===== config.mk =====
export PLATFORM = sky130hd
export DESIGN_NAME = ccp_unit
export DESIGN_NICKNAME = d
export VERILOG_FILES = /design/src/hw/ccp_pkg.sv /design/src/hw/edge_prescaler.sv /design/src/hw/ccp_unit.sv
export SDC_FILE = /design/constraint.sdc
export NUM_CORES = 1
export LEC_CHECK = 0
export ABC_CLOCK_PERIOD_IN_PS = 2200
export BUFFER_PORTS_ARGS = -buffer_cell sky130_fd_sc_hd__buf_2
export CAP_MARGIN = 40
export CORE_MARGIN = 5
export CORE_UTILIZATION = 35
export CTS_CLUSTER_SIZE = 40
export DETAILED_ROUTE_END_ITERATION = 6
export PLACE_DENSITY = 0.61
export SLEW_MARGIN = 5
export SYNTH_ARGS = -nofsm -noshare
export SYNTH_HDL_FRONTEND = slang
export SYNTH_HIERARCHICAL = 1
export SYNTH_SLANG_ARGS = --single-unit

===== constraint.sdc =====
create_clock -name clk -period 2.2 [get_ports clk]
set_input_delay 0.33 -clock clk [delete_from_list [all_inputs] [get_ports clk]]
set_output_delay 0.33 -clock clk [all_outputs]
set_load 0.01 [all_outputs]

===== src/hw/ccp_pkg.sv =====
// What this block does
// - pwm time base counts system clocks, so pwm rate follows the clock
// - any reset restores control registers and turns the pin into input
// - duty low bits and mode select reset to zero on every reset
// - control bits 7 and 6 read zero and ignore writes
// - in pwm mode control bits 5:4 are the two duty lsbs
// - duty high byte sits above those two bits forming ten bits
// - mode select 11xx means pwm whatever the low two bits hold
// - mode 1011 on match sets event flag and starts adc if enabled
// - mode 1010 on match only raises the event, pin untouched
// - mode 1001 drives pin low on match and sets event flag
// - mode 1000 drives pin high on match and sets event flag
// - mode 0010 inverts pin on every compare match
// - capture on falling, rising, every 4th or every 16th rising edge
// - mode 0000 switches unit off, capture/compare logic held in reset, period timer keeps running
// - at period end in pwm mode the duty value is copied into the duty shadow
// - pin set at each period restart unless duty is zero
// - pin cleared when ten bit time base equals duty shadow
// - duty shadow byte is read only while pwm mode is active
package ccp_pkg;

   // ======================================================
   // register map, byte addresses on the bus
   localparam logic [11:0] OFF_CTRL = 12'h000;
   localparam logic [11:0] OFF_VALUE = 12'h004;
   localparam logic [11:0] OFF_PERIOD = 12'h008;
   localparam logic [11:0] OFF_TIMER_CTRL = 12'h00C;
   localparam logic [11:0] OFF_TIMER_COUNT = 12'h010;
   localparam logic [11:0] OFF_STATUS = 12'h014;
   localparam logic [11:0] OFF_INT_CLEAR = 12'h018;
   localparam logic [11:0] OFF_INT_ENABLE = 12'h01C;

   // ======================================================
   // reset values and bus answers
   localparam logic [7:0] PERIOD_RST = 8'hFF;
   localparam logic [1:0] RESP_OKAY = 2'h0;
   localparam logic [1:0] RESP_SLVERR = 2'h2;

   // ======================================================
   // mode select codes
   localparam logic [3:0] MODE_OFF = 4'h0;
   localparam logic [3:0] MODE_TOGGLE = 4'h2;
   localparam logic [3:0] MODE_CAP_FALL = 4'h4;
   localparam logic [3:0] MODE_CMP_SET = 4'h8;
   localparam logic [3:0] MODE_CMP_CLR = 4'h9;
   localparam logic [3:0] MODE_CMP_SWI = 4'hA;
   localparam logic [3:0] MODE_CMP_TRIG = 4'hB;

   // ======================================================
   // carriers
   typedef struct packed {
      logic awvalid;
      logic [11:0] awaddr;
      logic wvalid;
      logic [31:0] wdata;
      logic [3:0] wstrb;
      logic bready;
      logic arvalid;
      logic [11:0] araddr;
      logic rready;
   } axi_in_t;

   typedef struct packed {
      logic awready;
      logic wready;
      logic bvalid;
      logic [1:0] bresp;
      logic arready;
      logic rvalid;
      logic [31:0] rdata;
      logic [1:0] rresp;
   } axi_out_t;

   typedef struct packed {
      logic [1:0] duty_low_bits;
      logic [3:0] unit_mode_select;
   } ctrl_t;

   typedef enum logic [1:0] {
      WR_IDLE = 2'h0,
      WR_ADDR = 2'h1,
      WR_RESP = 2'h3,
      WR_DATA = 2'h2
   } wr_t;

   typedef struct packed {
      axi_out_t bus;
      wr_t wst;
      logic [11:0] wa;
      logic [15:0] wd;
      logic [1:0] ws;
      ctrl_t ctrl;
      logic [15:0] cv;
      logic [1:0] dlatch;
      logic [7:0] period;
      logic t_on;
      logic [7:0] tmr;
      logic [1:0] q;
      logic [15:0] cnt;
      logic pin_prev;
      logic pin_out;
      logic pin_oe_n;
      logic adc_start;
      logic irq;
      logic [1:0] stat;
      logic [1:0] irq_en;
   } unit_state_t;

   typedef struct packed {
      logic [3:0] cnt;
      logic pulse;
   } prescale_state_t;

endpackage : ccp_pkg


===== src/hw/edge_prescaler.sv =====
`timescale 1ns/100ps
module edge_prescaler
(
   // clock and reset
   input wire logic clk,
   input wire logic reset_n,
   // control
   input wire logic clear,
   input wire logic [1:0] div_sel,
   // edges in, capture out
   input wire logic edge_seen,
   output logic capture_pulse
);

   ccp_pkg::prescale_state_t s_r;
   ccp_pkg::prescale_state_t s_nxt;
   logic [3:0] last;

   // ======================================================
   // edge count that ends a group: 1, 1, 4 or 16 edges
   assign last = (div_sel == 2'h3) ? 4'hF : ((div_sel == 2'h2) ? 4'h3 : 4'h0);

   // count edges, pulse once per group
   always_comb
   begin
      s_nxt = s_r;
      s_nxt.pulse = 1'b0;
      if (clear)
      begin
         s_nxt = '0;
      end
      else if (edge_seen)
      begin
         if (s_r.cnt == last)
         begin
            s_nxt.cnt = 4'h0;
            s_nxt.pulse = 1'b1;
         end
         else
         begin
            s_nxt.cnt = s_r.cnt + 4'h1;
         end
      end
   end

   // state register
   always_ff @(posedge clk or negedge reset_n)
   begin
      if (!reset_n)
         s_r <= '0;
      else
         s_r <= s_nxt;
   end

   assign capture_pulse = s_r.pulse;

endmodule : edge_prescaler


===== src/hw/ccp_unit.sv =====
// Implementation choices: the placing of the registers and the AXI4-Lite slave port.
`timescale 1ns/100ps
module ccp_unit
(
   // clock and reset
   input wire logic clk,
   input wire logic reset_n,
   // register bus
   input wire ccp_pkg::axi_in_t axi_in,
   output ccp_pkg::axi_out_t axi_out,
   // unit pin
   input wire logic pin_in,
   output logic pin_out,
   output logic pin_oe_n,
   // converter trigger
   input wire logic adc_enable,
   output logic adc_start,
   // interrupt
   output logic irq
);

   ccp_pkg::unit_state_t s;
   ccp_pkg::unit_state_t n;

   logic [3:0] mode;
   logic pwm_on;
   logic cap_on;
   logic cmp_on;
   logic drive_on;
   logic [9:0] duty;
   logic [9:0] shadow;
   logic [9:0] tbase;
   logic period_end;
   logic match;
   logic edge_seen;
   logic cap_pulse;
   logic aw_hs;
   logic w_hs;

   // ======================================================
   // register decode helpers
   function automatic logic reg_hit(input logic [11:0] a);
      logic hit;
      hit = 1'b0;
      case ({a[11:2], 2'h0})
         ccp_pkg::OFF_CTRL,
         ccp_pkg::OFF_VALUE,
         ccp_pkg::OFF_PERIOD,
         ccp_pkg::OFF_TIMER_CTRL,
         ccp_pkg::OFF_TIMER_COUNT,
         ccp_pkg::OFF_STATUS,
         ccp_pkg::OFF_INT_CLEAR,
         ccp_pkg::OFF_INT_ENABLE: hit = 1'b1;
         default: hit = 1'b0;
      endcase
      return hit;
   endfunction : reg_hit

   // read view; write-only and unmapped words read zero
   function automatic logic [31:0] rd_word(input ccp_pkg::unit_state_t st,
                                           input logic [11:0] a);
      logic [31:0] v;
      v = 32'h0;
      case ({a[11:2], 2'h0})
         ccp_pkg::OFF_CTRL: v[5:0] = st.ctrl;
         ccp_pkg::OFF_VALUE: v[15:0] = st.cv;
         ccp_pkg::OFF_PERIOD: v[7:0] = st.period;
         ccp_pkg::OFF_TIMER_CTRL: v[0] = st.t_on;
         ccp_pkg::OFF_TIMER_COUNT: v[7:0] = st.tmr;
         ccp_pkg::OFF_STATUS: v[1:0] = st.stat;
         ccp_pkg::OFF_INT_ENABLE: v[1:0] = st.irq_en;
         default: v = 32'h0;
      endcase
      return v;
   endfunction : rd_word

   // ======================================================
   // mode decode
   assign mode = s.ctrl.unit_mode_select;
   assign pwm_on = (mode[3:2] == 2'h3);
   assign cap_on = (mode[3:2] == 2'h1);
   assign cmp_on = (mode == ccp_pkg::MODE_TOGGLE) || (mode[3:2] == 2'h2);
   // reserved codes fall through to off: no drive, no counting
   assign drive_on = pwm_on || (mode == ccp_pkg::MODE_CMP_SET)
                     || (mode == ccp_pkg::MODE_CMP_CLR)
                     || (mode == ccp_pkg::MODE_TOGGLE);

   // ======================================================
   // duty and time base
   assign duty = {s.cv[7:0], s.ctrl.duty_low_bits};
   assign shadow = {s.cv[15:8], s.dlatch};
   // timer count plus the two clock bits, one step per clk
   assign tbase = {s.tmr, s.q};
   assign period_end = s.t_on && (s.q == 2'h3) && (s.tmr == s.period);

   // ======================================================
   // compare match and capture edges
   assign match = cmp_on && (s.cnt == s.cv);
   assign edge_seen = (mode == ccp_pkg::MODE_CAP_FALL)
                      ? (s.pin_prev && !pin_in) : (!s.pin_prev && pin_in);

   // edge grouping, held clear outside capture modes
   edge_prescaler u_prescaler
   (
      .clk(clk),
      .reset_n(reset_n),
      .clear(!cap_on),
      .div_sel(mode[1:0]),
      .edge_seen(edge_seen),
      .capture_pulse(cap_pulse)
   );

   assign aw_hs = axi_in.awvalid && s.bus.awready;
   assign w_hs = axi_in.wvalid && s.bus.wready;

   // ======================================================
   // next state
   always_comb
   begin
      logic do_wr;
      logic [1:0] clr;
      logic [1:0] evt;
      n = s;
      do_wr = 1'b0;
      clr = 2'h0;
      evt = 2'h0;
      n.adc_start = 1'b0;

      // write address and data may arrive in either order
      if (aw_hs)
         n.wa = axi_in.awaddr;
      if (w_hs)
      begin
         n.wd = axi_in.wdata[15:0];
         n.ws = axi_in.wstrb[1:0];
      end
      case (s.wst)
         ccp_pkg::WR_IDLE:
         begin
            if (aw_hs && w_hs)
               do_wr = 1'b1;
            else if (aw_hs)
               n.wst = ccp_pkg::WR_ADDR;
            else if (w_hs)
               n.wst = ccp_pkg::WR_DATA;
         end
         ccp_pkg::WR_ADDR: do_wr = w_hs;
         ccp_pkg::WR_DATA: do_wr = aw_hs;
         ccp_pkg::WR_RESP:
         begin
            if (axi_in.bready)
               n.wst = ccp_pkg::WR_IDLE;
         end
         default: n.wst = ccp_pkg::WR_IDLE;
      endcase

      // register writes, lanes 0 and 1 only
      if (do_wr)
      begin
         n.wst = ccp_pkg::WR_RESP;
         n.bus.bresp = reg_hit(n.wa) ? ccp_pkg::RESP_OKAY : ccp_pkg::RESP_SLVERR;
         case ({n.wa[11:2], 2'h0})
            ccp_pkg::OFF_CTRL:
            begin
               if (n.ws[0])
                  n.ctrl = n.wd[5:0];
            end
            ccp_pkg::OFF_VALUE:
            begin
               if (n.ws[0])
                  n.cv[7:0] = n.wd[7:0];
               if (n.ws[1] && !pwm_on)
                  n.cv[15:8] = n.wd[15:8];
            end
            ccp_pkg::OFF_PERIOD:
            begin
               if (n.ws[0])
                  n.period = n.wd[7:0];
            end
            ccp_pkg::OFF_TIMER_CTRL:
            begin
               if (n.ws[0])
                  n.t_on = n.wd[0];
            end
            ccp_pkg::OFF_INT_CLEAR:
            begin
               if (n.ws[0])
                  clr = n.wd[1:0];
            end
            ccp_pkg::OFF_INT_ENABLE:
            begin
               if (n.ws[0])
                  n.irq_en = n.wd[1:0];
            end
            default: clr = 2'h0;
         endcase
      end
      n.bus.awready = (n.wst == ccp_pkg::WR_IDLE) || (n.wst == ccp_pkg::WR_DATA);
      n.bus.wready = (n.wst == ccp_pkg::WR_IDLE) || (n.wst == ccp_pkg::WR_ADDR);
      n.bus.bvalid = (n.wst == ccp_pkg::WR_RESP);

      // read channel, one read under way at a time
      if (s.bus.rvalid && axi_in.rready)
         n.bus.rvalid = 1'b0;
      if (axi_in.arvalid && s.bus.arready)
      begin
         n.bus.rvalid = 1'b1;
         n.bus.rdata = rd_word(s, axi_in.araddr);
         n.bus.rresp = reg_hit(axi_in.araddr) ? ccp_pkg::RESP_OKAY
                                               : ccp_pkg::RESP_SLVERR;
      end
      n.bus.arready = !n.bus.rvalid;

      // period timer: four clocks per count step
      if (s.t_on)
      begin
         n.q = s.q + 2'h1;
         if (s.q == 2'h3)
            n.tmr = period_end ? 8'h00 : s.tmr + 8'h01;
      end

      // period boundary reloads the duty shadow
      if (period_end)
      begin
         evt[1] = 1'b1;
         if (pwm_on)
         begin
            n.cv[15:8] = s.cv[7:0];
            n.dlatch = s.ctrl.duty_low_bits;
         end
      end

      // pwm edges
      if (pwm_on)
      begin
         if (period_end)
            n.pin_out = (duty != 10'h000);
         else if (s.t_on && (tbase == shadow))
            n.pin_out = 1'b0;
      end

      // compare counter, cleared while not comparing or capturing
      n.cnt = (cmp_on || cap_on) ? s.cnt + 16'h0001 : 16'h0000;
      if (match)
      begin
         evt[0] = 1'b1;
         case (mode)
            ccp_pkg::MODE_CMP_SET: n.pin_out = 1'b1;
            ccp_pkg::MODE_CMP_CLR: n.pin_out = 1'b0;
            ccp_pkg::MODE_TOGGLE: n.pin_out = !s.pin_out;
            ccp_pkg::MODE_CMP_TRIG: n.adc_start = adc_enable;
            default: n.pin_out = s.pin_out;
         endcase
      end

      // capture wins over a software write of the value
      if (cap_pulse && cap_on)
      begin
         n.cv = s.cnt;
         evt[0] = 1'b1;
      end

      // off and reserved modes: pin low and released
      if (!drive_on && !cap_on && !cmp_on)
         n.pin_out = 1'b0;
      n.pin_oe_n = !drive_on;
      n.pin_prev = pin_in;

      // sticky events, a set beats a clear in the same cycle
      n.stat = (s.stat & ~clr) | evt;
      n.irq = |(n.stat & n.irq_en);
   end

   // ======================================================
   // state register; everything returns to reset values
   always_ff @(posedge clk or negedge reset_n)
   begin
      if (!reset_n)
      begin
         s <= '0;
         s.pin_oe_n <= 1'b1;
         s.period <= ccp_pkg::PERIOD_RST;
      end
      else
      begin
         s <= n;
      end
   end

   // outputs straight from flops
   assign axi_out = s.bus;
   assign pin_out = s.pin_out;
   assign pin_oe_n = s.pin_oe_n;
   assign adc_start = s.adc_start;
   assign irq = s.irq;
endmodule : ccp_unit


# After elaboration in Yosys (flattened, before gate mapping)
# Memories as Yosys holds them, arrays and structs flattened.
# Cells that the tools add are included.
[word_totals]
reg_bits = 130
mem_bits_ro = 64
inputBits = 69
output_inout_bits = 45
word_cells = 179
n_memories = 2
[classes]
n_addsub = 4
n_eq_ne = 34
mux = 56
n_bitwise = 4
reduce_logical = 47
[memory_table]
columns = ["memory", "words", "width", "read_ports", "rd_ports_with_merged_regs", "wr", "line", "rtl"]
rows = [
  ["(name not given)", 32, 1, 1, 0, 0, "ccp_unit.sv:45", "case ({a[11:2], 2'h0})"],
  ["(name not given)", 32, 1, 1, 0, 0, "ccp_unit.sv:45", ""],
]
[ops]
columns = ["operator", "n"]
rows = [
  ["16-bit 2-to-1 mux", 4],
  ["10-bit by 3-bit equality test with 1-bit output (second input constant)", 5],
  ["8-bit 2-to-1 mux", 6],
  ["10-bit by 2-bit equality test with 1-bit output (second input constant)", 4],
  ["35-bit 2-to-1 mux", 1],
  ["2-bit 2-to-1 mux", 14],
  ["10-bit by 1-bit equality test with 1-bit output (second input constant)", 2],
  ["10-bit logical NOT", 2],
  ["2-bit equality test (second input constant)", 9],
  ["1-bit 2-to-1 mux", 18],
  ["18-bit 2-to-1 mux", 1],
  ["16-bit by 1-bit adder with 16-bit output (second input constant)", 1],
  ["16-bit equality test", 1],
  ["4-bit one-hot mux with 4 select lines", 1],
  ["1-bit logical AND", 15],
  ["7-bit logical NOT", 2],
  ["4-bit equality test (second input constant)", 3],
  ["12-bit 2-to-1 mux", 1],
  ["3-bit AND reduction", 4],
  ["10-bit equality test", 1],
  ["5-bit 2-to-1 mux", 2],
  ["10-bit nonzero test", 1],
  ["8-bit by 1-bit adder with 8-bit output (second input constant)", 1],
  ["8-bit equality test", 1],
  ["24 further kinds", 45],
]

# Depth between registers and ports, before layout
# Gate-level depths: netlist of the first run.
[logic_depth]
word_depth = 10
ltp_mapped = 9
ltp_nobuf = 8

# Hierarchy
# The synthesis of the first run kept the hierarchy.
[modules_own_cells]
columns = ["module", "n_inst", "cells_per_inst", "area_each_um2", "seq_area_each_um2"]
rows = [
  ["ccp_unit", 1, 598, 6429.9, 3039.2],
  ["edge_prescaler", 1, 29, 282.8, 125.1],
]

# Worst setup path before layout of the first run
# OpenSTA, ideal clock, no wires.
[synth_path]
path_type = "reg2reg"
start = "register s[98] in the netlist's numbering"
end = "register s, in the netlist duty[0]"
setup_time_ns = 0.125
t_arrival_ns = 2.194
required_time_ns = 2.075
slack_ns = -0.119
stages_incl_launch_ff = 9
path_buffers = 1
period_less_slack_ns = 2.319
path_cell_list = "dfrtp_1 > inv_1 > ha_1 > nor3b_1 > a21oi_4 > nor3_2 > or3b_1 > buf_6 > mux2_4"
[synth_via]
elab_chain_len = 3
word_cells_on_any_way = 5
classes_between = "2 x eq/ne; 1 x mux; 2 x reduce/logical"
[synth_lines]
columns = ["element", "line", "rtl"]
rows = [
  ["start, declared", "ccp_unit.sv:22", "ccp_pkg::unit_state_t s;"],
  ["start signal, assigned", "ccp_unit.sv:286", "s <= n;"],
  ["2-bit equality test, or another cell as far along", "ccp_unit.sv:137", "case (s.wst)"],
  ["1-bit one-hot mux with 3 select lines *", "ccp_unit.sv:137", ""],
  ["3-bit AND reduction (no source line) *", "n/a", ""],
]
# Every way passes the cells marked *; elsewhere a longest branch is shown, timed or not.
# A chain may end at the register's enable or synchronous reset.

==> impl_metrics.env, run 1 <==
export IMPL_status="complete, but fails checks"
export IMPL_violations="setup timing"
export IMPL_ys_types=65
export IMPL_slew_violations=0
export IMPL_gr_total_overflow=0
export IMPL_vias=4942
export IMPL_start_util_pct=35.8
export IMPL_seq_power_share_pct=37.9
export IMPL_power_mw=7.86
export IMPL_yosysSeqAreaShare_pct=47.1
export IMPL_synth_top_area_share_pct=43.6
export IMPL_syn_to_final_growth_pct=23.5
export IMPL_critPathMaxFanout=3
export IMPL_yosysWarnings=6
export IMPL_placed_cell_area_um2=7520
export IMPL_utilization_pct=44.2
export IMPL_insertion_delay_ns=0.42
export IMPL_clock_tree_htree_level_count=4
export IMPL_syn_area_per_cell_um2=10.7
export IMPL_maxCapViolCount=0
export IMPL_timing_hold_ws_ns=0.0554
export IMPL_tns_ns=-0.00120
export IMPL_grt_total_usage_pct=15.6
export IMPL_cpPeakStageDelay_ns=0.42
export IMPL_rows=50
export IMPL_path_common_cell="buf_4"
export IMPL_crit_required_ns=2.48
export IMPL_routed_wl_um=16700
export IMPL_design_area_um2=8290
export IMPL_core_region_area_um2=18800
export IMPL_rsz0062_at_grt="true"
export IMPL_p_int_mw=5.51
export IMPL_drc=0
export IMPL_timing_final_crit_period_ns=2.20
export IMPL_cts_root_buf="clkbuf_16"
export IMPL_crit_type="reg2reg"
export IMPL_wl_per_cell_um=17.1
export IMPL_drt_iter0_drc=259
export IMPL_switching_share_pct=29.8
export IMPL_antenna_found_initial=0
export IMPL_cts_tree="built"
export IMPL_synth_area_top_cells="dfrtp_1 44%, mux2_2 7.5%, xor2_1 5.2%, buf_4 4.6%, dfstp_2 3.5%"
export IMPL_synth_flop_cell="dfrtp_1"
export IMPL_die_h_um=148
export IMPL_pwr_share_clk_pct=36.6
export IMPL_grt_pass1_wl_um=27200
export IMPL_yosys_area_top_type="dfrtp_1"
export IMPL_r2r_cells=9
export IMPL_min_delay_path_depth=1
export IMPL_clk_pin_slew_worst_paths_ns=0.05
export IMPL_drive_gt1_share_pct=34.9
export IMPL_synth_area_um2=6710
export IMPL_cts_max_path_buffers=2
export IMPL_p_per_area_nw_per_um2=948
export IMPL_dieWidth_um=148
export IMPL_multiInputGateArea_um2=3220
export IMPL_critPathSlowestCell="dfrtp_1"
export IMPL_grt_max_degree=45
export IMPL_min_path_type="in2reg"
export IMPL_synth_ff_latch_count=126
export IMPL_num_io_pins=114
export IMPL_dieArea_um2=22000
export IMPL_period_share_pct=100
export IMPL_hold_end="s[8]"
export IMPL_antenna_cells=0
export IMPL_cp_end_kind="flop"
export IMPL_hold_violations=0
export IMPL_max_slew_worst_pin_slew_ns=0.536
export IMPL_dp_hpwl_um=12100
export IMPL_cp_arrival_ns=2.48
export IMPL_r2r_end="irq"
export IMPL_drt_first_pass_iters=4
export IMPL_slew_headroom_pct=64.2
export IMPL_cp_start_kind="flop"
export IMPL_synth_cells=627
export IMPL_grt_pass1_vias=5208
export IMPL_fill_cells=1759
export IMPL_leakagePower_nw=3.87
export IMPL_clock_sinks=126
export IMPL_fin_skew_ns=0.0131
export IMPL_final_cells=980
export IMPL_synth_most_common_cell="dfrtp_1"
export IMPL_irDropWorstVdd_v=0.000542
export IMPL_cp_num_buf_inv=3
export IMPL_p_switching_mw=2.35
export IMPL_place_congestion=0.842
export IMPL_cts_buffers=17
export IMPL_async_flop_share_pct=100
export IMPL_viasPerCell=5.04
export IMPL_cp_top_family="simple AND/OR/NAND/NOR gates"
export IMPL_finalNetCount=811
export IMPL_hold_start="pin_in"
export IMPL_p_comb_share_pct=25.5
export IMPL_worstPathCellList="buf_6 -> a211oi_2 -> a21oi_2 -> buf_4 -> nor4_4 -> buf_4 -> nor4b_4 -> mux2_4 -> o2bb2ai_1"
export IMPL_pre_cts_ws_ns=-0.155
export IMPL_fin_ws_ns=-0.00120
export IMPL_max_freq_ghz=0.454
export IMPL_synth_common_cells="117 x dfrtp_1, 59 x nand2_1, 45 x mux2_2"
export IMPL_placedCellCount=943
export IMPL_rr_startpoint="axi_out[40]"
export IMPL_ff2ff_setup_slack_ns=-0.001
export IMPL_seqCellArea_um2=3170
export IMPL_setup_violations_final=1
export IMPL_portBuffers=73
export IMPL_ant_nets=0
export IMPL_synth_edff_count=0
power groups by stage:
stage          logic, mW  registers (mW)  clock network, mW
4_1_cts             1.91            2.96               2.92
3_3_place_gp        1.78            2.96                  0
3_5_place_dp        1.81            2.98                  0
6_report            2.01            2.97               2.87
5_1_grt             2.22            3.01               3.04
2_1_floorplan       1.23            2.91                  0
sequential cells by signal, indices dropped and copies added, names as in the netlist:
register and flops:
s 80, axi_out 23, duty 10, mode 4
u_prescaler/s_r 4, adc_start 1, irq 1, pin_oe_n 1
pin_out 1, u_prescaler/capture_pulse 1
cells by family (layout without fill, tap and decap cells):
logic type	count (synthesis)	after routing	synth area share, %
AND/OR/NAND/NOR	190	190	15.0
flip-flops	126	126	47.1
AO/OA/AOI/OAI	87	87	8.87
buffers and inverters	86	188	7.34
multiplexers	74	74	13.0
XOR/XNOR	55	55	7.18
adder cells (fa/ha/maj)	8	8	1.49
other	1	18	0.0559
layout make-up:
| type | count | share of cell area, % |
|---|---|---|
| Multi-Input combinational cell | 432 | 38.9 |
| Sequential cell | 126 | 38.2 |
| Clock inverter | 11 | 1.69 |
| Timing Repair Buffer | 137 | 11.2 |
| Clock buffer | 20 | 5.63 |
| Tap cell | 234 | 3.53 |
| Inverter | 20 | 0.906 |
metal layers:
metal | vias up | share of wire, % | GRT usage [%]
met3 | 16 | 4.1 | 3.63
met5 | - | 0 | 0
met4 | 0 | 1.3 | 4.11
met1 | 2465 | 44 | 20.1
met2 | 88 | 51 | 26.4
li1 | 2373 | - | -
worst max-delay path by stage:
stage / endpoint / cells after the start / slack [ns] / from
5_1_grt: irq / 9 / -0.14 / s[97]
4_1_cts: mode[0] / 7 / -0.02 / axi_out[40]
2_1_floorplan: irq / 8 / 0.009 / axi_out[40]
3_5_place_dp: irq / 9 / -0.16 / axi_in[64]
6_report: irq / 9 / -0.001 / axi_out[40]
3_3_place_gp: irq / 9 / -0.15 / axi_in[64]
what timing repair did:
item	4_1_cts	5_1_grt
endpoints found under the hold margin	30	0
resized for setup	9	19
hold buffers	1	0
pin swaps	5	4
setup buffers	4	2
endpoints found under the setup margin	16	30
cell usage in the layout, fill, tap and decap left out, types with 6 or more instances in the layout:
cell type / count
xnor2_1: 15
conb_1: 18
clkbuf_16: 17
nand3_1: 9
mux2i_1: 17
a22o_1: 9
o21ai_0: 21
nand4_1: 9
o22ai_1: 9
xor2_1: 40
mux2_2: 45
and3_1: 7
a21oi_1: 13
nor4_1: 13
mux2_4: 7
nor2_1: 41
a221oi_1: 7
nor3_1: 7
nand2b_1: 8
dfstp_2: 9
buf_2: 72
ha_1: 6
buf_4: 56
dfrtp_1: 115
nand2_1: 59
inv_1: 17
a22oi_1: 9
Note: power is estimated with default switching activity, not from simulation.
==> run 2, diff against run 1 <==
--- a/config.mk
+++ b/config.mk
@@ -8,7 +8,6 @@
 export ABC_CLOCK_PERIOD_IN_PS = 2200
 export BUFFER_PORTS_ARGS = -buffer_cell sky130_fd_sc_hd__buf_2
 export CAP_MARGIN = 40
-export CORE_MARGIN = 5
 export CORE_UTILIZATION = 35
 export CTS_CLUSTER_SIZE = 40
 export DETAILED_ROUTE_END_ITERATION = 6
==> run 2 against run 1 <==
Against the previous run: the run still ends with setup timing left; via count up 0.55%; maximum frequency is essentially flat; die area is 10% lower; combinational power about the same; critical path depth is 2 lower; clock skew is 0.0050 ns lower; final cell count is 0.31% higher; sequential power hardly changed; design area up 0.56%; clock power is 8.4% higher; largest power group is now clock; flip-flop and latch count did not move.
==> impl_metrics.env, run 2 (synthesis gave the netlist of run 1 again) <==
export IMPL_leakagePower_nw=3.90
export IMPL_fin_ws_ns=-0.000917
export IMPL_finalNetCount=813
export IMPL_antenna_cells=0
export IMPL_start_util_pct=35.8
export IMPL_drt_iter0_drc=317
export IMPL_status="complete, but fails checks"
export IMPL_drc=0
export IMPL_max_slew_worst_pin_slew_ns=0.551
export IMPL_r2r_end="duty[0]"
export IMPL_dp_hpwl_um=11800
export IMPL_grt_pass1_wl_um=26100
export IMPL_core_region_area_um2=18800
export IMPL_wl_per_cell_um=16.6
export IMPL_cts_root_buf="clkbuf_16"
export IMPL_antenna_found_initial=0
export IMPL_rows=50
export IMPL_top_register="s"
export IMPL_drive_gt1_share_pct=34.4
export IMPL_ant_nets=0
export IMPL_p_per_area_nw_per_um2=965
export IMPL_num_io_pins=114
export IMPL_slew_violations=0
export IMPL_critPathMaxFanout=6
export IMPL_cts_max_path_buffers=2
export IMPL_portBuffers=73
export IMPL_viasPerCell=5.05
export IMPL_cp_start_kind="flop"
export IMPL_min_delay_path_depth=1
export IMPL_setup_violations_final=1
export IMPL_gr_total_overflow=0
export IMPL_final_cell_mix="115 x dfrtp_1, 72 x buf_2, 61 x buf_4"
export IMPL_r2r_cells=7
export IMPL_dieWidth_um=140
export IMPL_critPathSlowestCell="or3b_4"
export IMPL_rsz0062_at_grt="true"
export IMPL_max_freq_ghz=0.454
export IMPL_min_path_type="in2reg"
export IMPL_cp_arrival_ns=2.51
export IMPL_cp_top_family="simple AND/OR/NAND/NOR gates"
export IMPL_worstPathCellList="and2_4 -> mux2i_4 -> buf_4 -> nand4bb_4 -> nor3_4 -> or3b_4 -> mux2_4"
export IMPL_period_share_pct=100
export IMPL_rr_startpoint="axi_out[40]"
export IMPL_ff2ff_setup_slack_ns=-0.0009
export IMPL_cts_buffers=17
export IMPL_hold_start="pin_in"
export IMPL_place_congestion=0.797
export IMPL_utilization_pct=44.4
export IMPL_clk_pin_slew_worst_paths_ns=0.06
export IMPL_syn_to_final_growth_pct=24.2
export IMPL_dieArea_um2=19700
export IMPL_slew_headroom_pct=63.2
export IMPL_grt_total_usage_pct=17.5
export IMPL_die_h_um=140
export IMPL_cp_num_buf_inv=1
export IMPL_largest_register_ffs=80
export IMPL_hold_violations=0
export IMPL_cp_end_kind="flop"
export IMPL_crit_type="reg2reg"
export IMPL_maxCapViolCount=0
export IMPL_layout_commonest_cell="dfrtp_1"
export IMPL_cpPeakStageDelay_ns=0.47
export IMPL_violations="setup timing"
export IMPL_cp_num_cells=7
export IMPL_insertion_delay_ns=0.42
export IMPL_grt_max_degree=34
export IMPL_hold_end="s[8]"
export IMPL_timing_final_crit_period_ns=2.20
export IMPL_clock_tree_htree_level_count=4
export IMPL_pre_cts_ws_ns=-0.132
export IMPL_fin_skew_ns=0.00813
export IMPL_irDropWorstVdd_v=0.000581
export IMPL_vias=4969
export IMPL_drt_first_pass_iters=5
export IMPL_clock_sinks=126
export IMPL_routed_wl_um=16300
export IMPL_crit_required_ns=2.51
export IMPL_grt_pass1_vias=4852
export IMPL_cts_tree="built"
==> run 2: how the worst max path moves through the flow <==
stage	startpoint	endpoint
final	axi_out[40]	duty[0]
after detailed placement	axi_in[62]	mode[3]
after global routing	axi_out[40]	irq
after global placement	axi_in[62]	mode[2]
after floorplan	axi_out[40]	irq
after CTS	axi_out[40]	s[54]
==> run 2: through the flow <==
step	setup TNS, ns	hold WS, ns	instances	power, mW	instance area (µm²)
6_report	-0.000917	0.0449	983	8.04	8330
5_1_grt	-1.54	0.0349	983	8.45	8330
4_1_cts	0	0.0330	981	8.03	8280
3_5_place_dp	-0.905	0.312	947	4.81	7550
3_3_place_gp	-0.833	0.306	947	4.78	7550
2_1_floorplan	0	0.0344	644	4.14	6780
==> run 2: final cells by class <==
type / instances / area, µm²
Fill cell: 1746 / 10400
Multi-Input combinational cell: 432 / 3210
Sequential cell: 126 / 3170
Timing Repair Buffer: 139 / 928
Clock buffer: 22 / 474
Tap cell: 234 / 293
Clock inverter: 10 / 184
Inverter: 20 / 75.1
==> run 2: report_power, final <==
part | switching (mW) | total (mW) | leakage [nW] | internal, mW
clock | 1.01 | 3.11 | 0.316 | 2.10
sequential | 0.248 | 2.96 | 1.59 | 2.71
combinational | 1.05 | 1.98 | 2.00 | 0.922
total | 2.31 | 8.04 | 3.90 | 5.73
==> run 2: metal layers <==
| layer | global-route usage [%] | share of wire, % |
|---|---|---|
| met2 | 27.8 | 49 |
| met1 | 23.1 | 45 |
| met4 | 7.04 | 1.8 |
| met5 | 0 | 0 |
| met3 | 3.83 | 3.9 |
==> run 2: what timing repair did <==
action	4_1_cts	5_1_grt
setup buffers	1	2
endpoints found under the hold margin	24	0
setup endpoints to repair	16	26
pin swaps	2	5
hold buffers	1	0
resized for setup	11	11
